### src/inc/csad_pkg.sv
package csad_pkg;
    // memory-mapped configuration region at its reset location
    localparam logic [19:0] HIGH_PAGE = 20'hFFFEF;
    localparam int unsigned REGION_BITS = 12;
    // alias window must lie in the lowest 1 Gbyte
    localparam logic [1:0] LOW_GB_TOP = 2'h0;
    // fixed I/O addresses (dword aligned, byte lane picks the port)
    localparam logic [15:0] ALIAS_IO_ADDR = 16'hFFFC;
    localparam logic [15:0] PCI_INDEX_IO_ADDR = 16'h0CF8;
    localparam logic [15:0] PCI_DATA_IO_ADDR = 16'h0CFC;
    localparam logic [15:0] RTC_IO_ADDR = 16'h0070;
    localparam int unsigned RTC_INDEX_LANE = 0;
    localparam int unsigned RTC_DATA_LANE = 1;
    localparam logic [3:0] DWORD_BE = 4'hF;
    // alias register layout
    localparam int unsigned ALIAS_EN_BIT = 31;
    localparam int unsigned ALIAS_BASE_LSB = 12;
    localparam int unsigned ALIAS_BASE_MSB = 29;
    localparam logic [31:0] ALIAS_WR_MASK = 32'hBFFF_F000;
    // reset values
    localparam logic [31:0] ALIAS_RESET = 32'h0000_0000;
    localparam logic [31:0] PCI_INDEX_RESET = 32'h0000_0000;
    localparam logic [7:0] RTC_INDEX_RESET = 8'h00;
endpackage

### src/verilog/csad_decoder.sv
// Notes on behaviour
// RULE_01 - after reset the config region is the 4-Kbyte window at FFFEF000h.
// RULE_02 - alias register places a second 4-Kbyte window in the lowest 1 Gbyte.
// RULE_03 - with the alias on, the high-memory window still decodes the region.
// RULE_04 - PCI config reached by index at I/O 0CF8h, data at 0CFCh, 32-bit.
// RULE_05 - RTC registers reached by index at I/O 0070h, data at 0071h.
// RULE_06 - alias and PCI ports are 32-bit; other direct-mapped registers 8-bit.
// RULE_07 - direct-mapped registers sit at fixed I/O addresses, never relocated.
// RULE_08 - region registers live in memory space, 8, 16 or 32 bits wide.
// RULE_09 - every other peripheral register is routed to the memory-mapped region.
// RULE_10 - accesses hitting nothing pass on unchanged, selecting no config register.
module csad_decoder (
    // clock and reset
    input wire logic REF_CLK,
    input wire logic RST_N,
    // host cycle
    input wire logic HOST_REQ,
    input wire logic HOST_IS_IO,
    input wire logic HOST_WR,
    input wire logic [31:0] HOST_ADDR,
    input wire logic [3:0] HOST_BE,
    input wire logic [31:0] HOST_WDATA,
    // forwarded cycle
    output logic FWD_WR,
    output logic [31:0] FWD_ADDR,
    output logic [3:0] FWD_BE,
    output logic [31:0] FWD_WDATA,
    // selects
    output logic CFG_SEL,
    output logic CFG_ALIAS,
    output logic [11:0] CFG_OFFSET,
    output logic PCI_SEL,
    output logic [31:0] PCI_INDEX,
    output logic RTC_SEL,
    output logic [7:0] RTC_INDEX,
    output logic PASS_SEL,
    // locally answered ports
    output logic LOCAL_DONE,
    output logic [31:0] LOCAL_RDATA
);
    logic [31:0] alias_r;
    logic [31:0] pci_index_r;
    logic [7:0] rtc_index_r;
    logic hit_high;
    logic hit_alias;
    logic hit_alias_reg;
    logic hit_pci_index;
    logic hit_pci_data;
    logic hit_rtc_index;
    logic hit_rtc_data;
    logic hit_any;
    logic [31:0] alias_nxt;
    logic [31:0] pci_index_nxt;
    logic [7:0] rtc_index_nxt;

    // region decode in memory space
    always_comb
    begin
        // RULE_01 reset location
        hit_high = HOST_REQ && !HOST_IS_IO && HOST_ADDR[31:csad_pkg::REGION_BITS] == csad_pkg::HIGH_PAGE;
        // RULE_02 alias window
        hit_alias = HOST_REQ && !HOST_IS_IO && alias_r[csad_pkg::ALIAS_EN_BIT]
            && HOST_ADDR[31:30] == csad_pkg::LOW_GB_TOP
            && HOST_ADDR[csad_pkg::ALIAS_BASE_MSB:csad_pkg::ALIAS_BASE_LSB]
               == alias_r[csad_pkg::ALIAS_BASE_MSB:csad_pkg::ALIAS_BASE_LSB];
    end

    // fixed I/O decode
    always_comb
    begin
        // RULE_07 fixed port addresses
        // RULE_06 dword-only wide ports
        hit_alias_reg = HOST_REQ && HOST_IS_IO && HOST_ADDR[15:2] == csad_pkg::ALIAS_IO_ADDR[15:2]
            && HOST_BE == csad_pkg::DWORD_BE;
        // RULE_04 pci index and data
        hit_pci_index = HOST_REQ && HOST_IS_IO && HOST_ADDR[15:2] == csad_pkg::PCI_INDEX_IO_ADDR[15:2]
            && HOST_BE == csad_pkg::DWORD_BE;
        hit_pci_data = HOST_REQ && HOST_IS_IO && HOST_ADDR[15:2] == csad_pkg::PCI_DATA_IO_ADDR[15:2]
            && HOST_BE == csad_pkg::DWORD_BE;
        // RULE_05 rtc index and data bytes
        hit_rtc_index = HOST_REQ && HOST_IS_IO && HOST_ADDR[15:2] == csad_pkg::RTC_IO_ADDR[15:2]
            && HOST_BE[csad_pkg::RTC_INDEX_LANE] && !HOST_BE[csad_pkg::RTC_DATA_LANE];
        hit_rtc_data = HOST_REQ && HOST_IS_IO && HOST_ADDR[15:2] == csad_pkg::RTC_IO_ADDR[15:2]
            && HOST_BE[csad_pkg::RTC_DATA_LANE];
        // RULE_03 high window wins nothing away from alias
        hit_any = hit_high || hit_alias || hit_alias_reg || hit_pci_index || hit_pci_data
            || hit_rtc_index || hit_rtc_data;
    end

    // next values of the port registers
    always_comb
    begin
        alias_nxt = alias_r;
        pci_index_nxt = pci_index_r;
        rtc_index_nxt = rtc_index_r;
        // RULE_02 base kept inside 1 Gbyte
        if (hit_alias_reg && HOST_WR)
        begin
            alias_nxt = HOST_WDATA & csad_pkg::ALIAS_WR_MASK;
        end
        if (hit_pci_index && HOST_WR)
        begin
            pci_index_nxt = HOST_WDATA;
        end
        // RULE_05 index byte at 0070h
        if (HOST_REQ && HOST_IS_IO && HOST_WR && HOST_ADDR[15:2] == csad_pkg::RTC_IO_ADDR[15:2]
            && HOST_BE[csad_pkg::RTC_INDEX_LANE])
        begin
            rtc_index_nxt = HOST_WDATA[7:0];
        end
    end

    always_ff @(posedge REF_CLK or negedge RST_N)
    begin
        if (!RST_N)
        begin
            alias_r <= csad_pkg::ALIAS_RESET;
            pci_index_r <= csad_pkg::PCI_INDEX_RESET;
            rtc_index_r <= csad_pkg::RTC_INDEX_RESET;
        end
        else
        begin
            alias_r <= alias_nxt;
            pci_index_r <= pci_index_nxt;
            rtc_index_r <= rtc_index_nxt;
        end
    end

    // select outputs, one cycle after the request
    always_ff @(posedge REF_CLK or negedge RST_N)
    begin
        if (!RST_N)
        begin
            CFG_SEL <= 1'h0;
            CFG_ALIAS <= 1'h0;
            CFG_OFFSET <= 12'h000;
            PCI_SEL <= 1'h0;
            RTC_SEL <= 1'h0;
            PASS_SEL <= 1'h0;
            LOCAL_DONE <= 1'h0;
        end
        else
        begin
            // RULE_08 region in memory space
            // RULE_09 all region registers via one select
            CFG_SEL <= hit_high || hit_alias;
            CFG_ALIAS <= hit_alias && !hit_high;
            CFG_OFFSET <= HOST_ADDR[csad_pkg::REGION_BITS-1:0];
            PCI_SEL <= hit_pci_data;
            RTC_SEL <= hit_rtc_data;
            // RULE_10 miss passes on
            PASS_SEL <= HOST_REQ && !hit_any;
            LOCAL_DONE <= hit_alias_reg || hit_pci_index || hit_rtc_index;
        end
    end

    // forwarded cycle and local read data
    always_ff @(posedge REF_CLK or negedge RST_N)
    begin
        if (!RST_N)
        begin
            FWD_WR <= 1'h0;
            FWD_ADDR <= 32'h0000_0000;
            FWD_BE <= 4'h0;
            FWD_WDATA <= 32'h0000_0000;
            LOCAL_RDATA <= 32'h0000_0000;
        end
        else
        begin
            FWD_WR <= HOST_REQ && HOST_WR;
            FWD_ADDR <= HOST_ADDR;
            FWD_BE <= HOST_BE;
            FWD_WDATA <= HOST_WDATA;
            if (hit_alias_reg)
            begin
                LOCAL_RDATA <= alias_r;
            end
            else if (hit_pci_index)
            begin
                LOCAL_RDATA <= pci_index_r;
            end
            else if (hit_rtc_index)
            begin
                LOCAL_RDATA <= {24'h00_0000, rtc_index_r};
            end
            else
            begin
                LOCAL_RDATA <= 32'h0000_0000;
            end
        end
    end

    // indices as seen by the selected data port
    assign PCI_INDEX = pci_index_r;
    assign RTC_INDEX = rtc_index_r;
endmodule
### config.mk
export PLATFORM = sky130hd
export DESIGN_NAME = csad_decoder
export DESIGN_NICKNAME = d
export VERILOG_FILES = /design/src/inc/csad_pkg.sv /design/src/verilog/csad_decoder.sv
export SDC_FILE = /design/constraint.sdc
export NUM_CORES = 1
export LEC_CHECK = 0
export BUFFER_PORTS_ARGS = -buffer_cell sky130_fd_sc_hd__buf_2
export CORE_MARGIN = 2
export CORE_UTILIZATION = 48
export DETAILED_ROUTE_END_ITERATION = 12
export PLACE_DENSITY = 0.88
export SYNTH_ARGS = -nofsm -noshare
export SYNTH_HDL_FRONTEND = slang
export SYNTH_SLANG_ARGS = --single-unit
### constraint.sdc
create_clock -name REF_CLK -period 1.8 [get_ports REF_CLK]
set_input_delay 0.36 -clock REF_CLK [delete_from_list [all_inputs] [get_ports REF_CLK]]
set_output_delay 0.36 -clock REF_CLK [all_outputs]
set_load 0.01 [all_outputs]
# After elaboration in Yosys (flattened, before gate mapping)
# Cells that the tools add are included.
dict set report word_totals {
  reg_bits 178
}
dict set report op_classes {
  eq_ne 7
  mux 3
  n_reduce_logical 37
}
# cell count
set op_table {}
lappend op_table {{2-to-1 mux 32 bit} 2}
lappend op_table {{equality test 14 x 10 -> 1 bit (second input constant)} 2}
lappend op_table {{logical AND 1 bit} 24}
lappend op_table {{equality test 20 bit (second input constant)} 1}
lappend op_table {{equality test 18 bit} 1}
lappend op_table {{equality test 14 bit (second input constant)} 1}
lappend op_table {{equality test 14 x 5 -> 1 bit (second input constant)} 1}
lappend op_table {{logical OR 1 bit} 8}
lappend op_table {{2-to-1 mux 8 bit} 1}
lappend op_table {{equality test 4 bit (second input constant)} 1}
lappend op_table {{zero test 1 bit} 4}
lappend op_table {{zero test 2 bit} 1}

# Depth between registers and ports, before layout
# Gate-level depths: netlist of run 1.
dict set report logic_depth {
  ltp_word 13
  mapped_depth 7
}

# Worst setup path after synthesis of run 1
# No wires, ideal clock.
dict set report synth_timing {
  path_kind {input-to-reg}
  start {in HOST_ADDR[9]}
  end {reg pci_index_r[10], in the netlist PCI_INDEX[10]}
  required_ps 1675
  n_path_buf 2
  arrival_ps 2204
  cell_stages 7
  slack_ps -530
  cell_sequence {or4_1 -> or4_1 -> buf_2 -> nor3_4 -> nand2_2 -> buf_6 -> mux2_4}
}
dict set report synth_between {
  elab_chain_len 4
}
# element line_no
set synth_rtl {}
lappend synth_rtl {{start: declaration} csad_decoder.sv:20} ;# input wire logic [31:0] HOST_ADDR,
lappend synth_rtl {{equality test 14 x 10 -> 1 bit} csad_decoder.sv:76} ;# hit_pci_index = HOST_REQ && HOST_IS_IO && HOST_ADDR[15:2] == csad_pkg::PCI_INDEX_IO_ADDR[15:2]
lappend synth_rtl {{logical AND 1 bit} csad_decoder.sv:76}
lappend synth_rtl {{logical AND 1 bit} csad_decoder.sv:77} ;# && HOST_BE == csad_pkg::DWORD_BE;
lappend synth_rtl {{logical AND 1 bit} csad_decoder.sv:101} ;# if (hit_pci_index && HOST_WR)
lappend synth_rtl {{end signal: assignment} csad_decoder.sv:118} ;# pci_index_r <= csad_pkg::PCI_INDEX_RESET;
lappend synth_rtl {{end signal: assignment} csad_decoder.sv:124} ;# pci_index_r <= pci_index_nxt;
lappend synth_rtl {{end: declaration} csad_decoder.sv:42} ;# logic [31:0] pci_index_r;
# Every way passes these cells.
# A chain may end at the register's enable or synchronous reset.

# Final worst setup path of run 1
dict set report layout_timing {
  start {in HOST_ADDR[9]}
  end {reg pci_index_r[6], in the netlist PCI_INDEX[6]}
}
# Same word-level chain as after synthesis.

==> out/qor.txt, run 1 <==
==========================================================================================
Run status                                                                    finished, violations left
Violations in the final reports                                               setup timing
Largest incremental delay on the critical path                                     0.51 ns
Post-synth design cell area                                                   0.00579 mm^2
Final antenna diode count                                                                0
Type of the most critical hold path                                           input pin to flip-flop
Sequential share of the synthesized area                                             71.8%
Number of max-slew violations in the final report                                        0
Number of antenna violations at the first check in global routing                        1
Power Dens Cells                                                              1030 mW/mm^2
Clock network latency to the later pin of the worst-skew pair                      0.42 ns
Final RePlAce weighted congestion                                                    0.784
Synthesized netlist net count                                                          413
Floorplan die area                                                             0.0130 mm^2
Headroom to the max-slew limit                                                       69.2%
CTS root buf                                                                  sky130_fd_sc_hd__clkbuf_16
Worst slack at placement                                                         -0.689 ns
Endpoint arrival time on the critical path                                         2.26 ns
Wire length per cell                                                               19.2 um
Total overflow reported by the global router                                             0
Crit path max-delay cell type                                                 sky130_fd_sc_hd__or4_4
Area growth from synthesis to layout                                                 39.5%
Final design utilization                                                             67.8%
Average cell area after synthesis                                                17.0 um^2
Highest clock frequency the design can meet                                        509 MHz
Post-route antenna net violation count                                                   0
Number of sinks on the clock net                                                       166
Most frequent cells after synthesis                                           sky130_fd_sc_hd__dfrtp_1, sky130_fd_sc_hd__mux2_4, sky130_fd_sc_hd__mux2_2
Post-route clock period utilization                                                   109%
Post-Route Skew                                                                 0.00760 ns
Global-route wire length before repair                                            22300 um
Floorplan Core Area                                                            0.0119 mm^2
RSZ-0062 raised after global routing                                                   yes
Share of async-settable or async-resettable flops after synthesis                     100%
Chip width                                                                          114 um
Via count of the first global-routing pass                                            4086
Site row count                                                                          40
Total of warnings raised by yosys                                                        0
Number of max-capacitance violations reported                                            0
Leading post-synthesis cells by cell area                                     sky130_fd_sc_hd__dfrtp_1, sky130_fd_sc_hd__mux2_4, sky130_fd_sc_hd__mux2_2, sky130_fd_sc_hd__a22o_1, sky130_fd_sc_hd__xor2_1
TritonRoute pass-1 iters                                                                 4
Portion of synthesized cell area occupied by the leading cell type                   71.8%
Sum Neg Setup Slack                                                               -6.09 ns
Critical Path, Cell by Cell                                                   buf_6 > or4_4 > or4_4 > nor3_4 > nand2_2 > buf_12 > mux2_4
CTS max path bufs                                                                        2
Drc violations                                                                           0
Total number of vias                                                                  3922
Number of clock buffers inserted by TritonCTS                                           17
Cell taking the most area after synthesis                                     sky130_fd_sc_hd__dfrtp_1
Critical Path Most Common Cell                                                sky130_fd_sc_hd__or4_4
Total track usage                                                                    23.1%
PortBufs                                                                               231
Via/cell ratio                                                                        5.15
Static leakage power                                                               4.46 nW
Half-perimeter wire length of the detailed placement result                       10300 um
Worst vdd ir                                                                      0.749 mV
EDFF count, synth                                                                        0
Yosys reg bits                                                                         166
Main synth FF type                                                            sky130_fd_sc_hd__dfrtp_1
Shortest clock period the worst path allows after layout                           1.96 ns
Overall die height                                                                  114 um
Initial Utilization                                                                  48.6%
Maximum level of the CTS H-tree                                                          4
Share of layout cells above drive strength 1                                         59.3%
Routed wire length                                                                14600 um
Delay-heaviest family, CP                                                     simple AND/OR/NAND/NOR gates
Final hold viol count                                                                    0
Worst Max-Slew Pin Slew                                                           0.462 ns
Worst Path Class, Setup                                                       input pin to flip-flop
Endpoint kind of the worst setup timing path                                     flip-flop
Final worst setup slack                                                          -0.165 ns
CTS tree                                                                              done
Data required, critical path                                                       2.10 ns
Most frequent cell after synthesis                                            sky130_fd_sc_hd__dfrtp_1
Fin nets                                                                               674
Setup violations, final                                                                 50
Critical Path Fanout Max                                                                18
Violation count after the first detailed-routing iteration                             243
Mapped Cells                                                                           340
Clock edge transition at the registers on the reported setup and hold paths        0.06 ns
Count of boundary I/O pins                                                             232
Critical path buffers and inverters                                                      2
Pin count of the biggest net entering global routing                                    47
Kind of start point of the critical path                                         input pin
Filler Cells Inserted                                                                  807
Number of library cell types mapped by synthesis                                        31
==========================================================================================
[metrics by stage]
stage	hold slack, ns	std cells	total power (W)	instance area (um^2)
after detailed placement	0.328	727	0.00434	7320
after CTS	0.0343	761	0.00839	8060
after global placement	0.315	727	0.00432	7320
final	0.0526	761	0.00833	8070
after floorplan	0.0644	340	0.00401	5820
after global routing	0.0270	761	0.00860	8070
[logic make-up (layout without fill, tap and decap cells)]
| kind of cell | after synthesis | after routing | share of synthesized area [%] |
|---|---|---|---|
| muxes | 59 | 59 | 13.4 |
| DFF | 166 | 166 | 71.8 |
| xor gates and xnor gates | 18 | 18 | 2.72 |
| buffers and inverters | 24 | 298 | 2.77 |
| AOI/OAI and AO/OA | 30 | 30 | 4.48 |
| and+or+nand+nor | 43 | 43 | 4.82 |
[report_power, final]
part           switching, W  leakage, nW  internal [W]  total [W]
logic              0.000262         1.98      0.000181   0.000443
clock network       0.00144        0.322       0.00261    0.00406
registers         0.0000247         2.16       0.00381    0.00384
total               0.00173         4.46       0.00660    0.00833
[per-layer routing]
layer	vias to the layer above	GRT usage (%)	wire length [um]
met2	161	39.4	7710
met4	2	10.7	355
met1	2008	27.4	5650
met3	29	6.54	873
met5	-	0	13
li1	1722	-	-
[worst reg2reg max path, stage by stage, from the launching register on]
cell,delay (ns)
sky130_fd_sc_hd__dfrtp_1,0.41
sky130_fd_sc_hd__xor2_1,0.17
sky130_fd_sc_hd__nor4_1,0.33
sky130_fd_sc_hd__nand3_1,0.19
sky130_fd_sc_hd__o41ai_1,0.32
sky130_fd_sc_hd__buf_4,0.19
sky130_fd_sc_hd__nor3_1,0.05
[registers in the layout, indices dropped and copies added (netlist names), 4 cells and up]
name         count
FWD_WDATA       32
PCI_INDEX       32
LOCAL_RDATA     32
RTC_INDEX        8
alias_r         19
FWD_BE           4
FWD_ADDR        32
[final timing paths]
check                                  to  depth (start not counted)          from  slack (ns)
setup / recovery             PCI_INDEX[6]                          7  HOST_ADDR[9]       -0.16
max in group asynchronous     FWD_ADDR[2]                          3         RST_N        0.75
hold reg to reg            LOCAL_RDATA[9]                          1  PCI_INDEX[9]        0.52
setup reg to reg                 PASS_SEL                          6   alias_r[22]        0.03
hold / removal                FWD_ADDR[0]                          1  HOST_ADDR[0]        0.05
min in group asynchronous     FWD_ADDR[1]                          2         RST_N        0.45
[cells in the final DEF (no fill, tap or decap), types with 2 or more instances in the layout]
cell type	count
sky130_fd_sc_hd__buf_2	228
sky130_fd_sc_hd__dfrtp_1	166
sky130_fd_sc_hd__mux2_4	32
sky130_fd_sc_hd__a22o_1	27
sky130_fd_sc_hd__mux2_2	27
sky130_fd_sc_hd__buf_4	23
sky130_fd_sc_hd__clkbuf_16	17
sky130_fd_sc_hd__xor2_1	12
sky130_fd_sc_hd__nand4_1	7
sky130_fd_sc_hd__and2_1	6
sky130_fd_sc_hd__nor4_1	6
sky130_fd_sc_hd__xnor2_1	6
sky130_fd_sc_hd__buf_6	6
sky130_fd_sc_hd__buf_12	6
sky130_fd_sc_hd__bufinv_16	5
sky130_fd_sc_hd__clkbuf_8	4
sky130_fd_sc_hd__nand2_1	3
sky130_fd_sc_hd__nand3_1	3
sky130_fd_sc_hd__nor3_1	3
sky130_fd_sc_hd__clkinvlp_4	3
sky130_fd_sc_hd__or4_4	2
sky130_fd_sc_hd__inv_1	2
sky130_fd_sc_hd__nand2_2	2
sky130_fd_sc_hd__clkinv_4	2
[final cells by class]
cell class	instances	area [um^2]	area share [%]
well taps	147	184	2.28
multi-input cells	150	1540	19.1
inverters	2	7.51	0.0930
flip-flops and latches	166	4150	51.5
repair buffers	264	1510	18.7
clock inverters	11	195	2.42
clock buffers	21	480	5.95
[timing repair]
item	in CTS	in global routing
endpoints found under the setup margin	74	74
hold buffers	1	0
resized for setup	10	3
buffers inserted	1	0
endpoints found under the hold margin	42	0
pin swaps	3	3
Note: power is estimated with default switching activity, not from simulation.
==> run 2, diff against run 1 <==
--- a/config.mk
+++ b/config.mk
@@ -7,9 +7,10 @@
 export LEC_CHECK = 0
 export BUFFER_PORTS_ARGS = -buffer_cell sky130_fd_sc_hd__buf_2
 export CORE_MARGIN = 2
-export CORE_UTILIZATION = 48
+export CORE_UTILIZATION = 25
 export DETAILED_ROUTE_END_ITERATION = 12
-export PLACE_DENSITY = 0.88
+export GPL_TIMING_DRIVEN = 1
+export PLACE_DENSITY = 0.56
 export SYNTH_ARGS = -nofsm -noshare
 export SYNTH_HDL_FRONTEND = slang
 export SYNTH_SLANG_ARGS = --single-unit
==> out/qor.txt, run 2 (synthesis results as in run 1) <==
==========================================================================================
Run status                                                                    finished, violations left   unchanged
Violations in the final reports                                               setup timing   unchanged
Initial Utilization                                                                  25.5%   was 48.6%
Number of clock buffers inserted by TritonCTS                                           17   unchanged
Pin count of the biggest net entering global routing                                    67   was 47
Floorplan die area                                                             0.0244 mm^2   was 0.0130 mm^2
Final RePlAce weighted congestion                                                    0.737   was 0.784
RSZ-0062 raised after global routing                                                   yes   unchanged
Final design utilization                                                             36.3%   was 67.8%
CTS tree                                                                              done   unchanged
Site row count                                                                          55   was 40
Highest clock frequency the design can meet                                        526 MHz   was 509 MHz
Worst Path Class, Setup                                                       input pin to flip-flop   unchanged
Global-route wire length before repair                                            24900 um   was 22300 um
Number of max-slew violations in the final report                                        0   unchanged
Type of the most critical hold path                                           input pin to flip-flop   unchanged
Clock edge transition at the registers on the reported setup and hold paths        0.07 ns   was 0.06 ns
Number of antenna violations at the first check in global routing                        1   unchanged
Via/cell ratio                                                                        4.31   was 5.15
Critical Path Fanout Max                                                                16   was 18
Static leakage power                                                               4.48 nW   was 4.46 nW
Final worst setup slack                                                         -0.0994 ns   was -0.165 ns
Largest incremental delay on the critical path                                     0.50 ns   was 0.51 ns
Number of max-capacitance violations reported                                            0   unchanged
Most frequent cells in the layout                                             sky130_fd_sc_hd__buf_2, sky130_fd_sc_hd__dfrtp_1, sky130_fd_sc_hd__mux2_4, sky130_fd_sc_hd__mux2_2   was sky130_fd_sc_hd__buf_2, sky130_fd_sc_hd__dfrtp_1, sky130_fd_sc_hd__mux2_4, sky130_fd_sc_hd__a22o_1, sky130_fd_sc_hd__mux2_2
TritonRoute pass-1 iters                                                                 4   unchanged
Fin nets                                                                               680   was 674
Clock network latency to the later pin of the worst-skew pair                      0.43 ns   was 0.42 ns
Post-Route Skew                                                                  0.0112 ns   was 0.00760 ns
Via count of the first global-routing pass                                            4186   was 4086
Worst Max-Slew Pin Slew                                                           0.360 ns   was 0.462 ns
Data required, critical path                                                       2.10 ns   about the same
Worst vdd ir                                                                      0.560 mV   was 0.749 mV
Sum of internal, switching and leakage power                                     0.00798 W   was 0.00833 W
Non-Filler Instances                                                                   904   was 761
Maximum level of the CTS H-tree                                                          4   unchanged
Commonest non-fill, non-tap cell in the layout                                sky130_fd_sc_hd__buf_2   unchanged
CTS root buf                                                                  sky130_fd_sc_hd__clkbuf_16   unchanged
Sum Neg Setup Slack                                                               -2.79 ns   was -6.09 ns
Wire length per cell                                                               18.1 um   was 19.2 um
Half-perimeter wire length of the detailed placement result                       12200 um   was 10300 um
Final hold viol count                                                                    0   unchanged
Overall die height                                                                  156 um   was 114 um
Filler Cells Inserted                                                                 2219   was 807
Worst hold slack                                                                 0.0495 ns   was 0.0526 ns
Total overflow reported by the global router                                             0   unchanged
CTS max path bufs                                                                        2   unchanged
Count of boundary I/O pins                                                             232   unchanged
Total track usage                                                                    13.7%   was 23.1%
Post-route clock period utilization                                                   106%   was 109%
Chip width                                                                          156 um   was 114 um
PortBufs                                                                               231   unchanged
Kind of start point of the critical path                                         input pin   unchanged
Crit path max-delay cell type                                                 sky130_fd_sc_hd__or4_1   was sky130_fd_sc_hd__or4_4
Headroom to the max-slew limit                                                       75.8%   was 69.2%
Number of sinks on the clock net                                                       166   unchanged
# placed instances                                                                     871   was 727
Routed wire length                                                                16400 um   was 14600 um
Endpoint kind of the worst setup timing path                                     flip-flop   unchanged
Violation count after the first detailed-routing iteration                             153   was 243
Share of layout cells above drive strength 1                                         59.9%   was 59.3%
Shortest clock period the worst path allows after layout                           1.90 ns   was 1.96 ns
Final antenna diode count                                                                0   unchanged
Floorplan Core Area                                                            0.0227 mm^2   was 0.0119 mm^2
Power Dens Cells                                                               968 mW/mm^2   was 1030 mW/mm^2
Critical Path, Cell by Cell                                                   buf_6 > or4_1 > or4_4 > nor3_4 > nand2_2 > buf_12 > mux2_4   was buf_6 > or4_4 > or4_4 > nor3_4 > nand2_2 > buf_12 > mux2_4
Endpoint arrival time on the critical path                                         2.20 ns   was 2.26 ns
Post-route antenna net violation count                                                   0   unchanged
Drc violations                                                                           0   unchanged
Setup violations, final                                                                 39   was 50
Total number of vias                                                                  3897   was 3922
Area growth from synthesis to layout                                                 42.4%   was 39.5%
==========================================================================================
run 2: cell count changes in the layout (fill, tap and decap cells not counted), sizes merged:
cell,change
bufinv,-3
clkbuf,-2
buf,+6
inv,+4
run 2: cell type report:
cell class	count	area, um^2	share of cell area (%)
Clock buffer	19	453	5.50
Clock inverter	12	144	1.75
Inverter	2	7.51	0.0911
Multi-Input combinational cell	150	1550	18.8
Sequential cell	166	4150	50.4
Tap cell	285	357	4.33
Timing Repair Buffer	270	1570	19.1
run 2: what timing repair did:
item,CTS,global route
hold buffers,1,0
endpoints found under the setup margin,66,58
endpoints found under the hold margin,17,0
pin swaps,2,4
setup buffers,1,0
resized for setup,9,5
run 2: routing by layer:
metal | GRT usage (%) | routed length [um]
met5 | 0 | 16
met2 | 22.7 | 8080
met3 | 3.00 | 935
met1 | 17.2 | 6950
met4 | 6.25 | 367
run 2: critical path, delay by kind of cell:
kind                   cells  cell delay, ns
muxes                      1            0.30
and+or+nand+nor            4            1.23
buffers and inverters      2            0.28
run 2: power by group:
group | switching (W) | internal [W]
Sequential | 0.0000232 | 0.00381
Clock | 0.00156 | 0.00213
Combinational | 0.000271 | 0.000183
run 2: metrics by stage:
step / area [um^2] / setup WS, ns
final: 8240 / -0.0994
after global routing: 8240 / -0.126
after CTS: 8210 / -0.0854
after detailed placement: 7550 / -0.627
after global placement: 7550 / -0.605
after floorplan: 5820 / -0.530
run 2: final timing paths:
kind | from | endpoint | slack [ns] | cells past startpoint
max reg2reg | alias_r[22] | PASS_SEL | 0.09 | 7
min reg2reg | RTC_INDEX[7] | LOCAL_RDATA[7] | 0.51 | 1
max | HOST_ADDR[9] | PCI_INDEX[20] | -0.1 | 7
min in group asynchronous | RST_N | LOCAL_RDATA[24] | 0.36 | 2
min | HOST_WDATA[30] | FWD_WDATA[30] | 0.05 | 1
max in group asynchronous | RST_N | FWD_WR | 0.80 | 3
==> run 3, diff against run 2 <==
--- a/config.mk
+++ b/config.mk
@@ -11,6 +11,7 @@
 export DETAILED_ROUTE_END_ITERATION = 12
 export GPL_TIMING_DRIVEN = 1
 export PLACE_DENSITY = 0.56
+export SETUP_SLACK_MARGIN = 0.2
 export SYNTH_ARGS = -nofsm -noshare
 export SYNTH_HDL_FRONTEND = slang
 export SYNTH_SLANG_ARGS = --single-unit
==> out/qor.txt, run 3 (synthesis results as in run 1) <==
==========================================================================================
Worst Path Class, Setup                                                       input pin to flip-flop   unchanged
NetSw                                                                            0.00187 W   was 0.00185 W
Data required, critical path                                                       2.10 ns   about the same
Headroom to the max-slew limit                                                       65.4%   was 75.8%
Filler Cells Inserted                                                                 2196   was 2219
Commonest non-fill, non-tap cell in the layout                                sky130_fd_sc_hd__buf_2   unchanged
Routed wire length                                                                16800 um   was 16400 um
Delay-heaviest family, CP                                                     simple AND/OR/NAND/NOR gates   unchanged
Final antenna diode count                                                                0   unchanged
Static leakage power                                                               4.59 nW   was 4.48 nW
Instance area after placement                                                 0.00755 mm^2   about the same
PortBufs                                                                               231   unchanged
Critical path buffers and inverters                                                      2   unchanged
Final RePlAce weighted congestion                                                    0.794   was 0.737
Post-Route Skew                                                                 0.00579 ns   was 0.0112 ns
Worst reg2reg path startpoint                                                  alias_r[25]   was alias_r[22]
Chip width                                                                          156 um   unchanged
Clock network latency to the later pin of the worst-skew pair                      0.42 ns   was 0.43 ns
Total track usage                                                                    13.7%   about the same
Via count of the first global-routing pass                                            4291   was 4186
Type of the most critical hold path                                           input pin to flip-flop   unchanged
Site row count                                                                          55   unchanged
Number of max-capacitance violations reported                                            0   unchanged
Count of boundary I/O pins                                                             232   unchanged
Half-perimeter wire length of the detailed placement result                       12100 um   was 12200 um
Final worst setup slack                                                          -0.173 ns   was -0.0994 ns
Endpoint kind of the worst setup timing path                                     flip-flop   unchanged
TritonRoute pass-1 iters                                                                 4   unchanged
Number of clock buffers inserted by TritonCTS                                           17   unchanged
Total overflow reported by the global router                                             0   unchanged
Violations in the final reports                                               setup timing   unchanged
Area growth from synthesis to layout                                                 46.9%   was 42.4%
Post-route antenna net violation count                                                   0   unchanged
Proportion of total power due to net switching                                       23.1%   was 23.2%
Highest clock frequency the design can meet                                        507 MHz   was 526 MHz
CP Launch Point                                                               HOST_ADDR[9]   unchanged
Drc violations                                                                           0   unchanged
Overall die height                                                                  156 um   unchanged
Fin nets                                                                               693   was 680
Shortest clock period the worst path allows after layout                           1.97 ns   was 1.90 ns
Setup violations, final                                                                 74   was 39
Via/cell ratio                                                                        4.24   was 4.31
Floorplan die area                                                             0.0244 mm^2   unchanged
Floorplan Core Area                                                            0.0227 mm^2   unchanged
Number of max-slew violations in the final report                                        0   unchanged
Final hold viol count                                                                    0   unchanged
Wire length per cell                                                               18.3 um   was 18.1 um
Post-route clock period utilization                                                   110%   was 106%
Combinational share of power                                                          5.8%   was 5.7%
Critical Path Most Common Cell                                                sky130_fd_sc_hd__or4_4
Endpoint arrival time on the critical path                                         2.27 ns   was 2.20 ns
Kind of start point of the critical path                                         input pin   unchanged
Global-route wire length before repair                                            25000 um   was 24900 um
Power Dens Cells                                                               954 mW/mm^2   was 968 mW/mm^2
Pin count of the biggest net entering global routing                                    51   was 67
Share of layout cells above drive strength 1                                         61.8%   was 59.9%
RSZ-0062 raised after global routing                                                   yes   unchanged
Power share of the sequential group                                                  47.2%   was 48.0%
Critical Path, Cell by Cell                                                   buf_8 > or4_4 > or4_4 > nor3_4 > nand2_4 > buf_12 > mux2_4   was buf_6 > or4_1 > or4_4 > nor3_4 > nand2_2 > buf_12 > mux2_4
Run status                                                                    finished, violations left   unchanged
Worst Max-Slew Pin Slew                                                           0.519 ns   was 0.360 ns
Sum Neg Setup Slack                                                               -7.59 ns   was -2.79 ns
Largest incremental delay on the critical path                                     0.51 ns   was 0.50 ns
Critical Path Fanout Max                                                                15   was 16
Violation count after the first detailed-routing iteration                             192   was 153
Power share of the clock group                                                       47.0%   was 46.3%
Startpoint of the lowest-slack hold path                                      HOST_WDATA[11]   was HOST_WDATA[30]
Worst vdd ir                                                                      0.502 mV   was 0.560 mV
CTS max path bufs                                                                        2   unchanged
Worst hold slack                                                                 0.0572 ns   was 0.0495 ns
Most frequent cells in the layout                                             sky130_fd_sc_hd__buf_2, sky130_fd_sc_hd__dfrtp_1, sky130_fd_sc_hd__buf_4, sky130_fd_sc_hd__mux2_4, sky130_fd_sc_hd__mux2_2   was sky130_fd_sc_hd__buf_2, sky130_fd_sc_hd__dfrtp_1, sky130_fd_sc_hd__mux2_4, sky130_fd_sc_hd__mux2_2
Post-route cell area                                                          0.00850 mm^2   was 0.00824 mm^2
Clock edge transition at the registers on the reported setup and hold paths        0.07 ns   about the same
Number of antenna violations at the first check in global routing                        0   was 1
Maximum level of the CTS H-tree                                                          4   unchanged
Crit path max-delay cell type                                                 sky130_fd_sc_hd__or4_4   was sky130_fd_sc_hd__or4_1
Cell internal power dissipation                                                  0.00624 W   was 0.00613 W
Initial Utilization                                                                  25.5%   unchanged
Number of sinks on the clock net                                                       166   unchanged
CTS tree                                                                              done   unchanged
CTS root buf                                                                  sky130_fd_sc_hd__clkbuf_16   unchanged
Total number of vias                                                                  3888   was 3897
==========================================================================================
-- run 3: cell types whose count changed in the layout (fill, tap and decap cells not counted), sizes merged --
cell and delta:
clkbuf +3, buf +10, bufinv +1
-- run 3: worst reg2reg max path, cell delays in order, from the launching register on --
cell and delay, ns:
sky130_fd_sc_hd__dfrtp_1 0.44, sky130_fd_sc_hd__xor2_1 0.19, sky130_fd_sc_hd__nor4_2 0.38, sky130_fd_sc_hd__nand3_4 0.14, sky130_fd_sc_hd__o41ai_4 0.22, sky130_fd_sc_hd__buf_4 0.18, sky130_fd_sc_hd__nor3_1 0.05
-- run 3: through the flow --
stage | power (W) | std cells | setup slack, ns | utilization [%]
6_report | 0.00811 | 918 | -0.173 | 37.4
5_1_grt | 0.00843 | 918 | -0.201 | 37.4
4_1_cts | 0.00820 | 910 | -0.154 | 36.5
3_5_place_dp | 0.00437 | 875 | -0.675 | 33.3
3_3_place_gp | 0.00436 | 875 | -0.618 | 33.3
2_1_floorplan | 0.00401 | 340 | -0.530 | -
-- run 3: layer usage --
layer / track usage (%) / wire [um] / share of wire (%)
met5: 0 / 0 / 0
met3: 3.61 / 906 / 5.4
met2: 22.8 / 8490 / 50
met4: 3.93 / 185 / 1.1
met1: 17.7 / 7230 / 43
-- run 3: path summary, 6_finish.rpt --
check | endpoint | slack [ns] | cells after the start
max | PCI_INDEX[24] | -0.17 | 7
min | FWD_WDATA[11] | 0.06 | 1
max reg2reg | PASS_SEL | 0.09 | 6
min reg2reg | LOCAL_RDATA[30] | 0.51 | 1
max in group asynchronous | LOCAL_RDATA[5] | 0.70 | 3
min in group asynchronous | LOCAL_RDATA[21] | 0.47 | 2
-- run 3: area by class of cell --
class	count	area, um^2	share of cell area, %
Clock buffer	19	443	5.21
Multi-Input combinational cell	150	1620	19.1
Sequential cell	166	4150	48.9
Timing Repair Buffer	283	1750	20.6
Tap cell	285	357	4.19
Inverter	2	7.51	0.0883
Clock inverter	13	170	2.00
-- run 3: repair_timing --
action / 4_1_cts / 5_1_grt
gates resized for setup: 17 / 17
setup buffers: 1 / 5
endpoints found under the hold margin: 42 / 0
hold buffers: 1 / 0
endpoints found under the setup margin: 76 / 76
pin swaps: 0 / 3
gates cloned: 1 / 3
-- run 3: power by group through the flow --
stage               registers, W  logic (W)  clock network (W)
global route             0.00384   0.000517            0.00407
floorplan                0.00395  0.0000577                  0
detailed placement       0.00390   0.000463                  0
CTS                      0.00383   0.000472            0.00390
global placement         0.00390   0.000458                  0
finish                   0.00383   0.000468            0.00381
